**src/pkg/hbdt_pkg.sv**
```systemverilog
// constants for the bridge protection and dead-time sequencer
package hbdt_pkg;
    localparam int unsigned CLK_HZ         = 40000000;               // reference clock rate
    localparam int unsigned DEAD_NS        = 3000;                   // dead time, ns
    localparam int unsigned OC_FILT_NS     = 10000;                  // overcurrent filter, ns
    localparam int unsigned OC_OFF_US      = 5000;                   // overcurrent off interval, us
    localparam int unsigned HOLD_NS        = 125000;                 // standby hold-over, ns
    // cycle counts: least times round up, filter also up (must exceed)
    localparam int unsigned DEAD_CYC       = (DEAD_NS * (CLK_HZ / 1000000) + 999) / 1000;
    localparam int unsigned OC_FILT_CYC    = (OC_FILT_NS * (CLK_HZ / 1000000) + 999) / 1000;
    localparam int unsigned OC_OFF_CYC     = OC_OFF_US * (CLK_HZ / 1000000);
    localparam int unsigned HOLD_CYC       = (HOLD_NS * (CLK_HZ / 1000000) + 999) / 1000;
    localparam int unsigned CNT_W          = 20;                     // width of timers
    // switch vector bit positions {upper_a, lower_a, upper_b, lower_b}
    localparam int unsigned SW_UA          = 3;
    localparam int unsigned SW_LA          = 2;
    localparam int unsigned SW_UB          = 1;
    localparam int unsigned SW_LB          = 0;
    localparam logic [3:0]  SW_OFF         = 4'h0;                   // all switches off
    // bridge mode
    typedef enum logic [1:0] {
        HBDT_STANDBY = 2'b00,
        HBDT_FWD     = 2'b01,
        HBDT_BWD     = 2'b10,
        HBDT_BRAKE   = 2'b11
    } hbdt_mode_t;
endpackage : hbdt_pkg

```
**src/hdl/hbdt_ctrl.sv**
```systemverilog
// bridge protection and dead-time sequencer
//
// Operation
// - dead time off on leg change
// - stay off until undervoltage clears at start
// - undervoltage while running forces all off
// - overvoltage turns all switches off at once
// - resume below overvoltage recovery, no other fault
// - overcurrent valid only after 10us continuous
// - valid overcurrent holds all off for 5ms
// - resume after 5ms if overcurrent gone
// - still overcurrent: another 5ms off period
// - thermal flag forces all switches off; mode and o_active kept
// - stay off until thermal hysteresis clears
// - hold forward or backward mode 125us before standby; brake drops at once
// - brake: both lower on, both upper off
// - pwm drives lower switch, upper held on
`timescale 1ns/10ps
module hbdt_ctrl (
    input  wire logic       i_ref_clk,        // 40 MHz reference clock
    input  wire logic       i_arst_n,         // async reset, active low
    input  wire logic       i_forward_input,  // direction/pwm input a (pin)
    input  wire logic       i_backward_input, // direction/pwm input b (pin)
    input  wire logic       i_uv_ok,          // supply above start threshold (comparator w/ hysteresis)
    input  wire logic       i_ov_flag,        // supply above overvoltage (comparator w/ hysteresis)
    input  wire logic [3:0] i_current_limit_trip, // per-switch overcurrent comparators
    input  wire logic       i_thermal_flag,   // junction hot (comparator w/ hysteresis)
    output logic            o_upper_switch_a, // gate drive
    output logic            o_lower_switch_a, // gate drive
    output logic            o_upper_switch_b, // gate drive
    output logic            o_lower_switch_b, // gate drive
    output logic            o_active,         // internal circuits powered
    output logic            o_fault           // any protection holding bridge off
);

    ////////////////////////////////////////////////////////////////////////
    // reset release
    logic [1:0] rst_sync_reg;                 // reset release chain
    logic       rst_n;                        // synchronised reset

    always_ff @(posedge i_ref_clk or negedge i_arst_n) begin
        if (!i_arst_n) begin
            rst_sync_reg <= 2'b00;
        end else begin
            rst_sync_reg <= {rst_sync_reg[0], 1'b1};
        end
    end
    assign rst_n = rst_sync_reg[1];

    ////////////////////////////////////////////////////////////////////////
    // input synchronisers: three stages, accept when stages two and three agree
    localparam int unsigned NIN = 9;
    logic [NIN-1:0] raw;                      // raw pin inputs
    logic [NIN-1:0] s1_reg;                   // first stage, read by s2 only
    logic [NIN-1:0] s2_reg;                   // second stage
    logic [NIN-1:0] s3_reg;                   // third stage
    logic [NIN-1:0] flt_reg;                  // agreed value

    assign raw = {i_forward_input, i_backward_input, i_uv_ok, i_ov_flag, i_thermal_flag, i_current_limit_trip};

    always_ff @(posedge i_ref_clk or negedge rst_n) begin
        if (!rst_n) begin
            s1_reg  <= '0;
            s2_reg  <= '0;
            s3_reg  <= '0;
            flt_reg <= '0;
        end else begin
            s1_reg <= raw;
            s2_reg <= s1_reg;
            s3_reg <= s2_reg;
            for (int k = 0; k < NIN; k++) begin
                if (s2_reg[k] == s3_reg[k]) begin
                    flt_reg[k] <= s3_reg[k];   // change counts once both agree
                end
            end
        end
    end

    logic       fwd_in;                       // synced forward
    logic       bwd_in;                       // synced backward
    logic       uv_ok;                        // synced supply ok
    logic       ov;                           // synced overvoltage
    logic       hot;                          // synced thermal
    logic [3:0] trip;                         // synced per-switch trip
    assign {fwd_in, bwd_in, uv_ok, ov, hot, trip} = flt_reg;

    ////////////////////////////////////////////////////////////////////////
    // overcurrent filter and retry timer
    localparam int unsigned CNT_W_L = hbdt_pkg::CNT_W;
    localparam logic [CNT_W_L-1:0] FILT_MAX = CNT_W_L'(hbdt_pkg::OC_FILT_CYC);
    localparam logic [CNT_W_L-1:0] OFF_MAX  = CNT_W_L'(hbdt_pkg::OC_OFF_CYC);
    logic [CNT_W_L-1:0] oc_filt_reg;          // continuous trip count
    logic [CNT_W_L-1:0] oc_off_reg;           // off interval count
    logic               oc_valid;             // filtered overcurrent
    logic               oc_lock;              // off interval running

    // trip must stay high for more than the filter time
    always_ff @(posedge i_ref_clk or negedge rst_n) begin
        if (!rst_n) begin
            oc_filt_reg <= '0;
        end else if (!(|trip)) begin
            oc_filt_reg <= '0;                 // any gap restarts the filter
        end else if (oc_filt_reg <= FILT_MAX) begin
            oc_filt_reg <= oc_filt_reg + 1'b1;
        end
    end
    assign oc_valid = (oc_filt_reg > FILT_MAX);

    // off interval; re-arms while the trip is still present at expiry
    always_ff @(posedge i_ref_clk or negedge rst_n) begin
        if (!rst_n) begin
            oc_off_reg <= '0;
        end else if (oc_off_reg != '0) begin
            if (oc_off_reg == OFF_MAX && (|trip)) begin
                oc_off_reg <= CNT_W_L'(1);
            end else if (oc_off_reg == OFF_MAX) begin
                oc_off_reg <= '0;
            end else begin
                oc_off_reg <= oc_off_reg + 1'b1;
            end
        end else if (oc_valid) begin
            oc_off_reg <= CNT_W_L'(1);
        end
    end
    assign oc_lock = (oc_off_reg != '0);

    ////////////////////////////////////////////////////////////////////////
    // fault combination; each source clears on its own
    logic fault;                              // bridge forced off
    assign fault = !uv_ok || ov || hot || oc_lock;

    ////////////////////////////////////////////////////////////////////////
    // mode decode with standby hold-over
    localparam int unsigned CNT_W_H = hbdt_pkg::CNT_W;
    localparam logic [CNT_W_H-1:0] HOLD_MAX = CNT_W_H'(hbdt_pkg::HOLD_CYC);
    hbdt_pkg::hbdt_mode_t req_mode;           // mode from inputs
    hbdt_pkg::hbdt_mode_t mode_reg;           // mode in force
    logic [CNT_W_H-1:0]   hold_reg;           // standby hold count
    logic                 pwm_lo;             // pwm phase low in run mode
    logic                 started_reg;        // supply at start level, uv_ok registered each cycle

    // pwm low on the pwm input reads as standby; hold-over keeps mode
    always_comb begin
        unique case ({fwd_in, bwd_in})
            2'b10:   req_mode = hbdt_pkg::HBDT_FWD;
            2'b01:   req_mode = hbdt_pkg::HBDT_BWD;
            2'b11:   req_mode = hbdt_pkg::HBDT_BRAKE;
            2'b00:   req_mode = hbdt_pkg::HBDT_STANDBY;
        endcase
    end

    always_ff @(posedge i_ref_clk or negedge rst_n) begin
        if (!rst_n) begin
            mode_reg <= hbdt_pkg::HBDT_STANDBY;
            hold_reg <= '0;
        end else if (req_mode != hbdt_pkg::HBDT_STANDBY) begin
            mode_reg <= req_mode;
            hold_reg <= '0;
        end else if (mode_reg == hbdt_pkg::HBDT_BRAKE) begin
            mode_reg <= hbdt_pkg::HBDT_STANDBY; // brake drops at once
        end else if (mode_reg != hbdt_pkg::HBDT_STANDBY) begin
            if (hold_reg >= HOLD_MAX - 1'b1) begin
                mode_reg <= hbdt_pkg::HBDT_STANDBY;
                hold_reg <= '0;
            end else begin
                hold_reg <= hold_reg + 1'b1;
            end
        end
    end
    assign pwm_lo = (req_mode == hbdt_pkg::HBDT_STANDBY);

    // power-up: nothing runs until the supply first reaches start level
    always_ff @(posedge i_ref_clk or negedge rst_n) begin
        if (!rst_n) begin
            started_reg <= 1'b0;
        end else begin
            started_reg <= uv_ok;
        end
    end

    ////////////////////////////////////////////////////////////////////////
    // wanted switch pattern
    logic [3:0] want;                         // target switches
    always_comb begin
        want = hbdt_pkg::SW_OFF;
        unique case (mode_reg)
            hbdt_pkg::HBDT_FWD: begin
                want[hbdt_pkg::SW_UA] = 1'b1;
                want[hbdt_pkg::SW_LB] = !pwm_lo;
            end
            hbdt_pkg::HBDT_BWD: begin
                want[hbdt_pkg::SW_UB] = 1'b1;
                want[hbdt_pkg::SW_LA] = !pwm_lo;
            end
            hbdt_pkg::HBDT_BRAKE: begin
                want[hbdt_pkg::SW_LA] = 1'b1;
                want[hbdt_pkg::SW_LB] = 1'b1;
            end
            hbdt_pkg::HBDT_STANDBY: begin
                want = hbdt_pkg::SW_OFF;
            end
        endcase
        if (fault || !started_reg) begin
            want = hbdt_pkg::SW_OFF;
        end
    end

    ////////////////////////////////////////////////////////////////////////
    // dead-time gate: turn-offs act at once, turn-ons wait dead time
    localparam logic [7:0] DEAD_MAX = 8'(hbdt_pkg::DEAD_CYC);
    logic [3:0] sw_reg;                       // driven switches
    logic [7:0] dead_reg;                     // dead time count
    logic       rising;                       // some switch must turn on

    assign rising = |(want & ~sw_reg);

    always_ff @(posedge i_ref_clk or negedge rst_n) begin
        if (!rst_n) begin
            sw_reg   <= hbdt_pkg::SW_OFF;
            dead_reg <= '0;
        end else if (!rising) begin
            sw_reg   <= want;                  // turn-off immediate
            dead_reg <= '0;
        end else if (dead_reg >= DEAD_MAX) begin
            sw_reg   <= want;
            dead_reg <= '0;
        end else begin
            sw_reg   <= sw_reg & want;         // changing legs off
            dead_reg <= dead_reg + 1'b1;
        end
    end

    assign o_upper_switch_a = sw_reg[hbdt_pkg::SW_UA];
    assign o_lower_switch_a = sw_reg[hbdt_pkg::SW_LA];
    assign o_upper_switch_b = sw_reg[hbdt_pkg::SW_UB];
    assign o_lower_switch_b = sw_reg[hbdt_pkg::SW_LB];

    always_ff @(posedge i_ref_clk or negedge rst_n) begin
        if (!rst_n) begin
            o_active <= 1'b0;
            o_fault  <= 1'b0;
        end else begin
            o_active <= started_reg && (mode_reg != hbdt_pkg::HBDT_STANDBY);
            o_fault  <= fault;
        end
    end

    ////////////////////////////////////////////////////////////////////////
    // assertions
    property p_no_shoot;
        @(posedge i_ref_clk) disable iff (!rst_n)
        !(sw_reg[3] && sw_reg[2]) && !(sw_reg[1] && sw_reg[0]);
    endproperty
    a_no_shoot: assert property (p_no_shoot) else $error("leg shoot-through");

    property p_dead;
        @(posedge i_ref_clk) disable iff (!rst_n)
        |(sw_reg & ~$past(sw_reg)) |-> $past(dead_reg) == DEAD_MAX;
    endproperty
    a_dead: assert property (p_dead) else $error("dead time skipped");

    property p_start;
        @(posedge i_ref_clk) disable iff (!rst_n)
        !started_reg |=> sw_reg == 4'h0;
    endproperty
    a_start: assert property (p_start) else $error("drive before start");

    property p_uv;
        @(posedge i_ref_clk) disable iff (!rst_n)
        !uv_ok |-> ##1 sw_reg == 4'h0;
    endproperty
    a_uv: assert property (p_uv) else $error("undervoltage drive");

    property p_ov;
        @(posedge i_ref_clk) disable iff (!rst_n)
        ov |=> sw_reg == 4'h0;
    endproperty
    a_ov: assert property (p_ov) else $error("overvoltage drive");

    property p_hot;
        @(posedge i_ref_clk) disable iff (!rst_n)
        hot |=> sw_reg == 4'h0;
    endproperty
    a_hot: assert property (p_hot) else $error("thermal drive");

    property p_oc_start;
        @(posedge i_ref_clk) disable iff (!rst_n)
        oc_valid && !oc_lock |=> oc_off_reg == 1;
    endproperty
    a_oc_start: assert property (p_oc_start) else $error("no off interval");

    property p_oc_retry;
        @(posedge i_ref_clk) disable iff (!rst_n)
        oc_off_reg == OFF_MAX && (|trip) |=> oc_lock;
    endproperty
    a_oc_retry: assert property (p_oc_retry) else $error("no retry");

    property p_oc_end;
        @(posedge i_ref_clk) disable iff (!rst_n)
        oc_off_reg == OFF_MAX && !(|trip) |=> !oc_lock;
    endproperty
    a_oc_end: assert property (p_oc_end) else $error("no resume");

    property p_filter;
        @(posedge i_ref_clk) disable iff (!rst_n)
        $rose(|trip) |-> !oc_valid [*8];
    endproperty
    a_filter: assert property (p_filter) else $error("unfiltered trip");

    property p_brake;
        @(posedge i_ref_clk) disable iff (!rst_n)
        mode_reg == hbdt_pkg::HBDT_BRAKE && !fault && started_reg |->
            ##[0:130] sw_reg == 4'h5 || fault || !started_reg || !(mode_reg == hbdt_pkg::HBDT_BRAKE);
    endproperty
    a_brake: assert property (p_brake) else $error("brake pattern");

    c_fwd:   cover property (@(posedge i_ref_clk) sw_reg == 4'h9);
    c_bwd:   cover property (@(posedge i_ref_clk) sw_reg == 4'h6);
    c_retry: cover property (@(posedge i_ref_clk) oc_off_reg == OFF_MAX && (|trip));

endmodule : hbdt_ctrl

```
**config.mk**
```make
export PLATFORM = sky130hd
export DESIGN_NAME = hbdt_ctrl
export DESIGN_NICKNAME = d
export VERILOG_FILES = /design/src/pkg/hbdt_pkg.sv /design/src/hdl/hbdt_ctrl.sv
export SDC_FILE = /design/constraint.sdc
export NUM_CORES = 1
export LEC_CHECK = 0
export ABC_AREA = 1
export BUFFER_PORTS_ARGS = -buffer_cell sky130_fd_sc_hd__buf_2
export CAP_MARGIN = 15
export CORE_MARGIN = 8
export CORE_UTILIZATION = 61
export CTS_BUF_LIST = sky130_fd_sc_hd__clkbuf_4 sky130_fd_sc_hd__clkbuf_8
export CTS_CLUSTER_DIAMETER = 120
export DETAILED_ROUTE_END_ITERATION = 10
export PLACE_DENSITY = 0.89
export SYNTH_ARGS = -nofsm -noshare
export SYNTH_HDL_FRONTEND = slang
export SYNTH_SLANG_ARGS = --single-unit
```
**constraint.sdc**
```tcl
create_clock -name i_ref_clk -period 4.51 [get_ports i_ref_clk]
set_input_delay 0.2255 -clock i_ref_clk [delete_from_list [all_inputs] [get_ports i_ref_clk]]
set_output_delay 0.2255 -clock i_ref_clk [all_outputs]
set_load 0.005 [all_outputs]
```
==> metrics.md, run 1 <==
| Metric | Value |
|---|---|
| Outcome | complete, no violations |
| # rows | 33 |
| Reg-to-reg startpoint | oc_off_reg[0] |
| Vias in the first global route | 3,616 |
| Die span in x | 106 um |
| Met2 GRT Util | 29.4% |
| TritonCTS clock tree | yes |
| Via count | 3,562 |
| Post-synth EDFFs | 0 |
| # diodes | 0 |
| Placed cell areas | 0.00518 mm^2 |
| FF-to-FF path depth | 11 |
| Post-DP HPWL | 6190 um |
| Post-Route Setup TNS | 0 ns |
| Multi-input gate area | 0.00174 mm^2 |
| Clock transition at the registers of the reported paths | 0.07 ns |
| DRC | 0 |
| Initial antenna violation count | 0 |
| Vias per std cell | 5.26 |
| Share of layout cells above drive strength 1 | 15.9% |
| Max rail drop VDD | 0.369 mV |
| Skew-Pair Late Insertion Delay | 0.44 ns |
| Sequential-to-total area share from yosys stat | 57.7% |
| CP Class | reg -> reg |
| Max-slew headroom | 29.6% |
| Unrepaired setup endpoints after global routing | false |
| GPL Wtd Cong | 0.873 |
| Vert. Die Dim | 106 um |
| Hold crit path type | in -> async |
| Final Setup Violations | 0 |
| Post-CTS resize count | 0 |
| Leakage power | 0.00272 uW |
| Clock sink count | 115 |
| Crit path max fanout | 11 |
| CTS Hold Bufs | 10 |
| Sequential cell area | 0.00288 mm^2 |
| DRT Wirelength | 9220 um |
| Fmax | 458 MHz |
| Clock skew | 0.0118 ns |
| Post-DRT Antenna Nets | 0 |
| Clock buffer depth | 2 |
| Htree depth | 4 |
| Post-Syn Nets | 536 |
| Fin area | 0.00568 mm^2 |
| Met3 usage | 4.48% |
| PwrDens | 404 mW/mm^2 |
| Gr usage total | 17.9% |
| Most Used Layer, Global Route | met2 |
| Post-synth ARST share | 100% |
| M1 GR Usage | 20.8% |
| Buffers on Ports | 16 |
| Cell Count, Final, Fillers Out | 677 |
| First-pass GRT wire length | 16,200 um |
| Post-Synthesis Cells | 518 |
| Initial Utilization | 61.9% |
| Flops & latches, synth | 115 |
| CP endpoint kind | flip-flop |
| Final hold vios | 0 |
| Hold WS | 0.107 ns |
| Worst-Margin Slew | 1.05 ns |
| Yosys warning count | 0 |
| Mean area per synthesized cell | 9.63 um^2 |
| I/O Pins | 17 |
| Wire per inst | 13.6 um |
| Setup bufs post-CTS | 0 |
| Crit share post-route | 48.4% |
| Die ar. | 0.0113 mm^2 |
| Largest net degree at the start of global routing | 84 |
| Post-route minimum period | 2.18 ns |
| Top_reg_cell synth | dfrtp_1 |
| GRT Residual Overflow | 0 |
| Critical Path Start Type | flip-flop |
| Distinct cell type count after synthesis | 40 |
| Inst Count DP | 635 |
| Mapped Area | 0.00499 mm^2 |
| R2R Setup Slk | 2.33 ns |
| Core Util, Final | 70.6% |
| Fillers | 550 |
| Pre-antenna DRT Iters | 5 |
| Core area | 0.00805 mm^2 |
| Nets | 577 |
| Clk root buf | clkbuf_8 |
| Max Slew Vio Count | 0 |
| Cts bufs inserted | 17 |
| CP Data Required Time | 4.87 ns |
| Area grow syn2layout | 13.9% |
| Max-cap violations | 0 |
| Worst Path Arrival | 2.54 ns |
| Drt first-iter violations | 261 |
| RR Endpoint | sw_reg[3] |
final cells by class:
type                    count  area share (%)
multi-input cells         310            30.6
well taps                 105            2.31
flip-flops and latches    115            50.7
inverters                  87            5.77
repair buffers             28            3.44
clock buffers              21            4.87
clock inverters            11            2.25
how the worst max path moves through the flow:
stage,start,to,slack (ns),cells past startpoint
after floorplan,rst_sync_reg[1],dead_reg[0],1.07,0
after global placement,oc_off_reg[0],sw_reg[3],2.44,11
after detailed placement,oc_off_reg[0],sw_reg[3],2.33,11
after CTS,oc_off_reg[0],sw_reg[0],2.30,11
after global routing,oc_filt_reg[11],oc_filt_reg[5],2.09,7
final,oc_off_reg[0],sw_reg[3],2.33,11
worst max-delay path, cell delays in order, from the launching register on:
cell     delay [ns]
dfrtp_1        0.35
inv_1          0.11
ha_1           0.22
nand2_1        0.10
nor2_2         0.07
nand3_4        0.10
nor2_4         0.05
nand4_1        0.08
nand2_1        0.07
nor2_1         0.79
nor2_1         0.08
nor2_1         0.12
cells in the final DEF (no fill, tap or decap), types with 5 or more instances in the layout:
cell type / count
nor3_1: 15
o21ai_0: 7
dlygate4sd3_1: 10
inv_1: 80
buf_2: 16
nand2_1: 75
a21oi_1: 17
nor3_2: 9
nor2_1: 61
nand3_1: 35
nor2_2: 12
ha_1: 7
clkbuf_8: 19
maj3_1: 9
dfrtp_1: 114
inv_2: 5
nand4_1: 12
xor2_1: 13
synthesized netlist by cell type (3+ instances only):
master	count	share of area, %
dfrtp_1	115	58
inv_1	80	6.0
nand2_1	75	5.6
nor2_1	61	4.6
nand3_1	35	3.5
a21oi_1	17	1.7
nor3_1	15	1.5
xor2_1	13	2.3
nand4_1	12	1.5
nor2_2	12	1.5
maj3_1	9	1.8
nor3_2	9	1.8
ha_1	7	1.8
o21ai_0	7	0.70
inv_2	5	0.38
nor2_4	4	0.90
nor4_1	4	0.50
xnor2_1	4	0.70
buf_2	3	0.30
nor3b_1	3	0.45
metrics by stage:
| stage | total power, uW | worst slack [ns] |
|---|---|---|
| 3_5_place_dp | 1340 | 2.33 |
| 4_1_cts | 2310 | 2.30 |
| 3_3_place_gp | 1330 | 2.44 |
| 5_1_grt | 2390 | 2.09 |
| 2_1_floorplan | 1290 | 1.07 |
| 6_report | 2290 | 2.33 |
per-layer routing:
metal | wire [um] | share of wire [%]
met5 | 0 | 0
met4 | 208 | 2.3
met1 | 3890 | 42
met2 | 4710 | 51
met3 | 405 | 4.4
where the power goes:
part           internal, uW  switching, uW
clock network           535            425
registers              1090           63.7
logic                  68.8            112
total                  1690            600
kinds of logic (layout without fill, tap and decap cells):
family	count (synthesis)	count (layout)	share of synthesized area [%]
AOI/OAI and AO/OA	33	33	3.71
xor gates and xnor gates	17	17	2.99
adders and majority gates	16	16	3.56
buffers and inverters	93	147	7.40
DFF	115	115	57.7
other	2	2	0.151
and+or+nand+nor	242	242	24.5
Note: power is estimated with default switching activity, not from simulation.
==> inputs of run 2 (changes only) <==
ABC_AREA = 0   (was 1)
CORE_UTILIZATION = 58   (was 61)
PLACE_DENSITY = 0.88   (was 0.89)
clock period = 1.9 ns   (was 4.51 ns; I/O delays follow)
==> run 2 against run 1 <==
Critical path type unchanged. Final cell count down 15%. Power up 140%. Routed wire length up 0.64%. Clock skew down 0.0010 ns. Via count down 7.5%. Flip-flop and latch count unchanged. Sequential power up 140%. Fmax up 22%. Synthesized cell count down 22%. Highest routed layer unchanged. Clock power up 140%. Worst hold slack better by 0.20 ns. Cell area down 0.44%.
==> metrics.md, run 2 <==
| Metric | Value |
|---|---|
| # diodes | 0 |
| Post-synth top cells | 115 x dfrtp_1, 50 x nor2_1, 28 x xnor2_1 |
| Max-slew headroom | 61.3% |
| Top_reg_cell synth | dfrtp_1 |
| CP endpoint kind | flip-flop |
| GPL Wtd Cong | 0.818 |
| Sequential-to-total area share from yosys stat | 60.8% |
| Fin area | 0.00566 mm^2 |
| Cell Count, Final, Fillers Out | 577 |
| PwrDens | 983 mW/mm^2 |
| Core area | 0.00805 mm^2 |
| Crit path max fanout | 8 |
| Die ar. | 0.0113 mm^2 |
| Synth Area in Simple Gates | 19.2% |
| CP Class | reg -> reg |
| RR Endpoint | dead_reg[5] |
| Clock buffer depth | 2 |
| Mean area per synthesized cell | 11.6 um^2 |
| Fmax | 558 MHz |
| Htree depth | 4 |
| Fillers | 504 |
| Post-DRT Antenna Nets | 0 |
| Distinct cell type count after synthesis | 45 |
| Outcome | complete, no violations |
| Synth Area in Compound Gates | 5.63% |
| R2R Setup Slk | 0.11 ns |
| Pre-antenna DRT Iters | 4 |
| Vias per std cell | 5.71 |
| Critical Path Start Type | flip-flop |
| Die span in x | 106 um |
| Post-synth EDFFs | 0 |
| CP Data Required Time | 2.23 ns |
| Share of layout cells above drive strength 1 | 19.3% |
| Nets | 477 |
| Hold crit path type | reg -> async |
| Clock sink count | 115 |
| Final Setup Violations | 0 |
| Commonest non-fill, non-tap cell in the layout | dfrtp_1 |
| Sw Ratio | 25.2% |
| Post-Synth Adder-Cell Area | 3.76% |
| Crit share post-route | 94.3% |
| Post-Synthesis Cells | 406 |
| Mapped Area | 0.00473 mm^2 |
| Area leader, netlist | dfrtp_1 |
| Placed cell areas | 0.00504 mm^2 |
| Max-cap violations | 0 |
| Crit path capture | dead_reg[5] |
| Post-Route Setup TNS | 0 ns |
| First-pass GRT wire length | 15,800 um |
| Most area-consuming cells after synthesis | dfrtp_1 61%, xnor2_1 5.2%, nor2_1 4.0% |
| Skew-Pair Late Insertion Delay | 0.43 ns |
| Mux contribution to synthesized area | 0% |
| Leakage power | 0.00250 uW |
| Post-Synth XOR/XNOR Area | 8.17% |
| Crit path from | mode_reg[1] |
| Reg-to-reg startpoint | mode_reg[1] |
| Commonest non-fill, non-tap cells in the layout | 114 x dfrtp_1, 49 x nor2_1, 28 x xnor2_1 |
| Area grow syn2layout | 19.6% |
| Vias in the first global route | 3,321 |
| Flops & latches, synth | 115 |
| # rows | 33 |
| I/O Pins | 17 |
| Yosys warning count | 0 |
| Hold WS | 0.308 ns |
| DRT Wirelength | 9280 um |
| Wire per inst | 16.1 um |
| GRT Residual Overflow | 0 |
| Post-route minimum period | 1.79 ns |
| Post-synth ARST share | 100% |
| Comb power frac | 8.9% |
| Inst Count DP | 534 |
| Largest net degree at the start of global routing | 65 |
| Max rail drop VDD | 0.545 mV |
| Max Slew Vio Count | 0 |
| Largest family of logic cells by synthesized area | simple AND/OR/NAND/NOR gates |
| Initial Utilization | 58.7% |
| Gr usage total | 17.9% |
| Unrepaired setup endpoints after global routing | false |
| Worst Path Arrival | 2.12 ns |
| Most common cell in the netlist | dfrtp_1 |
| Initial antenna violation count | 0 |
| Post-Syn Nets | 424 |
| Final hold vios | 0 |
| Drt first-iter violations | 222 |
| Clock network fraction of total power | 42.2% |
| Clock skew | 0.0108 ns |
| Reg power frac | 48.9% |
| Clk root buf | clkbuf_8 |
| Clock transition at the registers of the reported paths | 0.07 ns |
| Top cell type's share of synthesized area | 60.8% |
| Setup bufs post-CTS | 0 |
| DRC | 0 |
| Cell internal pwr | 4160 uW |
| Cts bufs inserted | 17 |
| Buffers on Ports | 16 |
| P_sw | 1400 uW |
| Post-DP HPWL | 5930 um |
| Vert. Die Dim | 106 um |
| FF-to-FF path depth | 6 |
| Worst-Margin Slew | 0.580 ns |
| TritonCTS clock tree | yes |
| Via count | 3,294 |
run 2: cell types whose count changed in the layout (fill, tap and decap cells not counted), sizes merged, moves of 6 or more:
cell	previous run	this run
inv	87	15
nand2	77	23
nor2	77	50
xnor2	4	28
nand3	37	17
buf	18	33
a21oi	17	4
nor2b	0	13
a31oi	0	7
and4	0	6
run 2: how the worst min path moves through the flow:
stage                      end  slack (ns)  cells after the start
3_5_place_dp   rst_sync_reg[0]       -0.12                      1
6_report           dead_reg[7]        0.31                      1
4_1_cts              s1_reg[3]        0.28                      2
5_1_grt              s1_reg[6]        0.29                      2
2_1_floorplan  rst_sync_reg[0]       -0.20                      0
3_3_place_gp   rst_sync_reg[0]       -0.12                      1
run 2: critical path, stage by stage, from the launching register on:
cell and delay (ns):
dfrtp_1 0.49, buf_4 0.21, nor3b_1 0.21, a21oi_1 0.07, o22ai_1 0.22, nand2b_1 0.24, nor3_1 0.26
run 2: stage by stage:
stage	utilization [%]	power [uW]	worst slack [ns]
CTS	69.3	5570	0.00403
finish	70.2	5560	0.108
detailed placement	62.6	3190	0.000614
global route	70.2	5790	0.00291
floorplan	-	3040	0.218
global placement	62.6	3150	0.120
run 2: metal layers:
layer / GRT usage (%) / wire length, um
met1: 21.1 / 3840
met5: 0 / 0
met2: 29.1 / 4830
met3: 6.47 / 441
met4: 7.74 / 163
run 2: what timing repair did:
item / CTS / global route
endpoints found under the hold margin: 11 / 0
gates cloned: 0 / 0
pin swaps: 0 / 1
gates resized for setup: 2 / 14
endpoints found under the setup margin: 3 / 19
hold buffers: 11 / 0
run 2: logic make-up after synthesis:
logic type               Yosys count
other                              2
XOR/XNOR                          42
buffers and inverters             22
AO/OA/AOI/OAI                     37
flip-flops                       115
AND/OR/NAND/NOR                  172
adder cells (fa/ha/maj)           16
run 2: layout make-up:
class                           count  area (um^2)  share of cell area, %
Clock buffer                       23          310                   5.49
Inverter                           12         45.0                  0.796
Timing Repair Buffer               44          347                   6.13
Clock inverter                      9          118                   2.08
Multi-Input combinational cell    269         1820                   32.2
Sequential cell                   115         2880                   51.0
Tap cell                          105          131                   2.32
run 2: power by group through the flow:
stage	combinational (uW)	clock (uW)	sequential (uW)
floorplan	302	0	2740
global placement	413	0	2740
detailed placement	441	0	2750
CTS	480	2380	2710
global route	555	2500	2730
finish	495	2350	2720
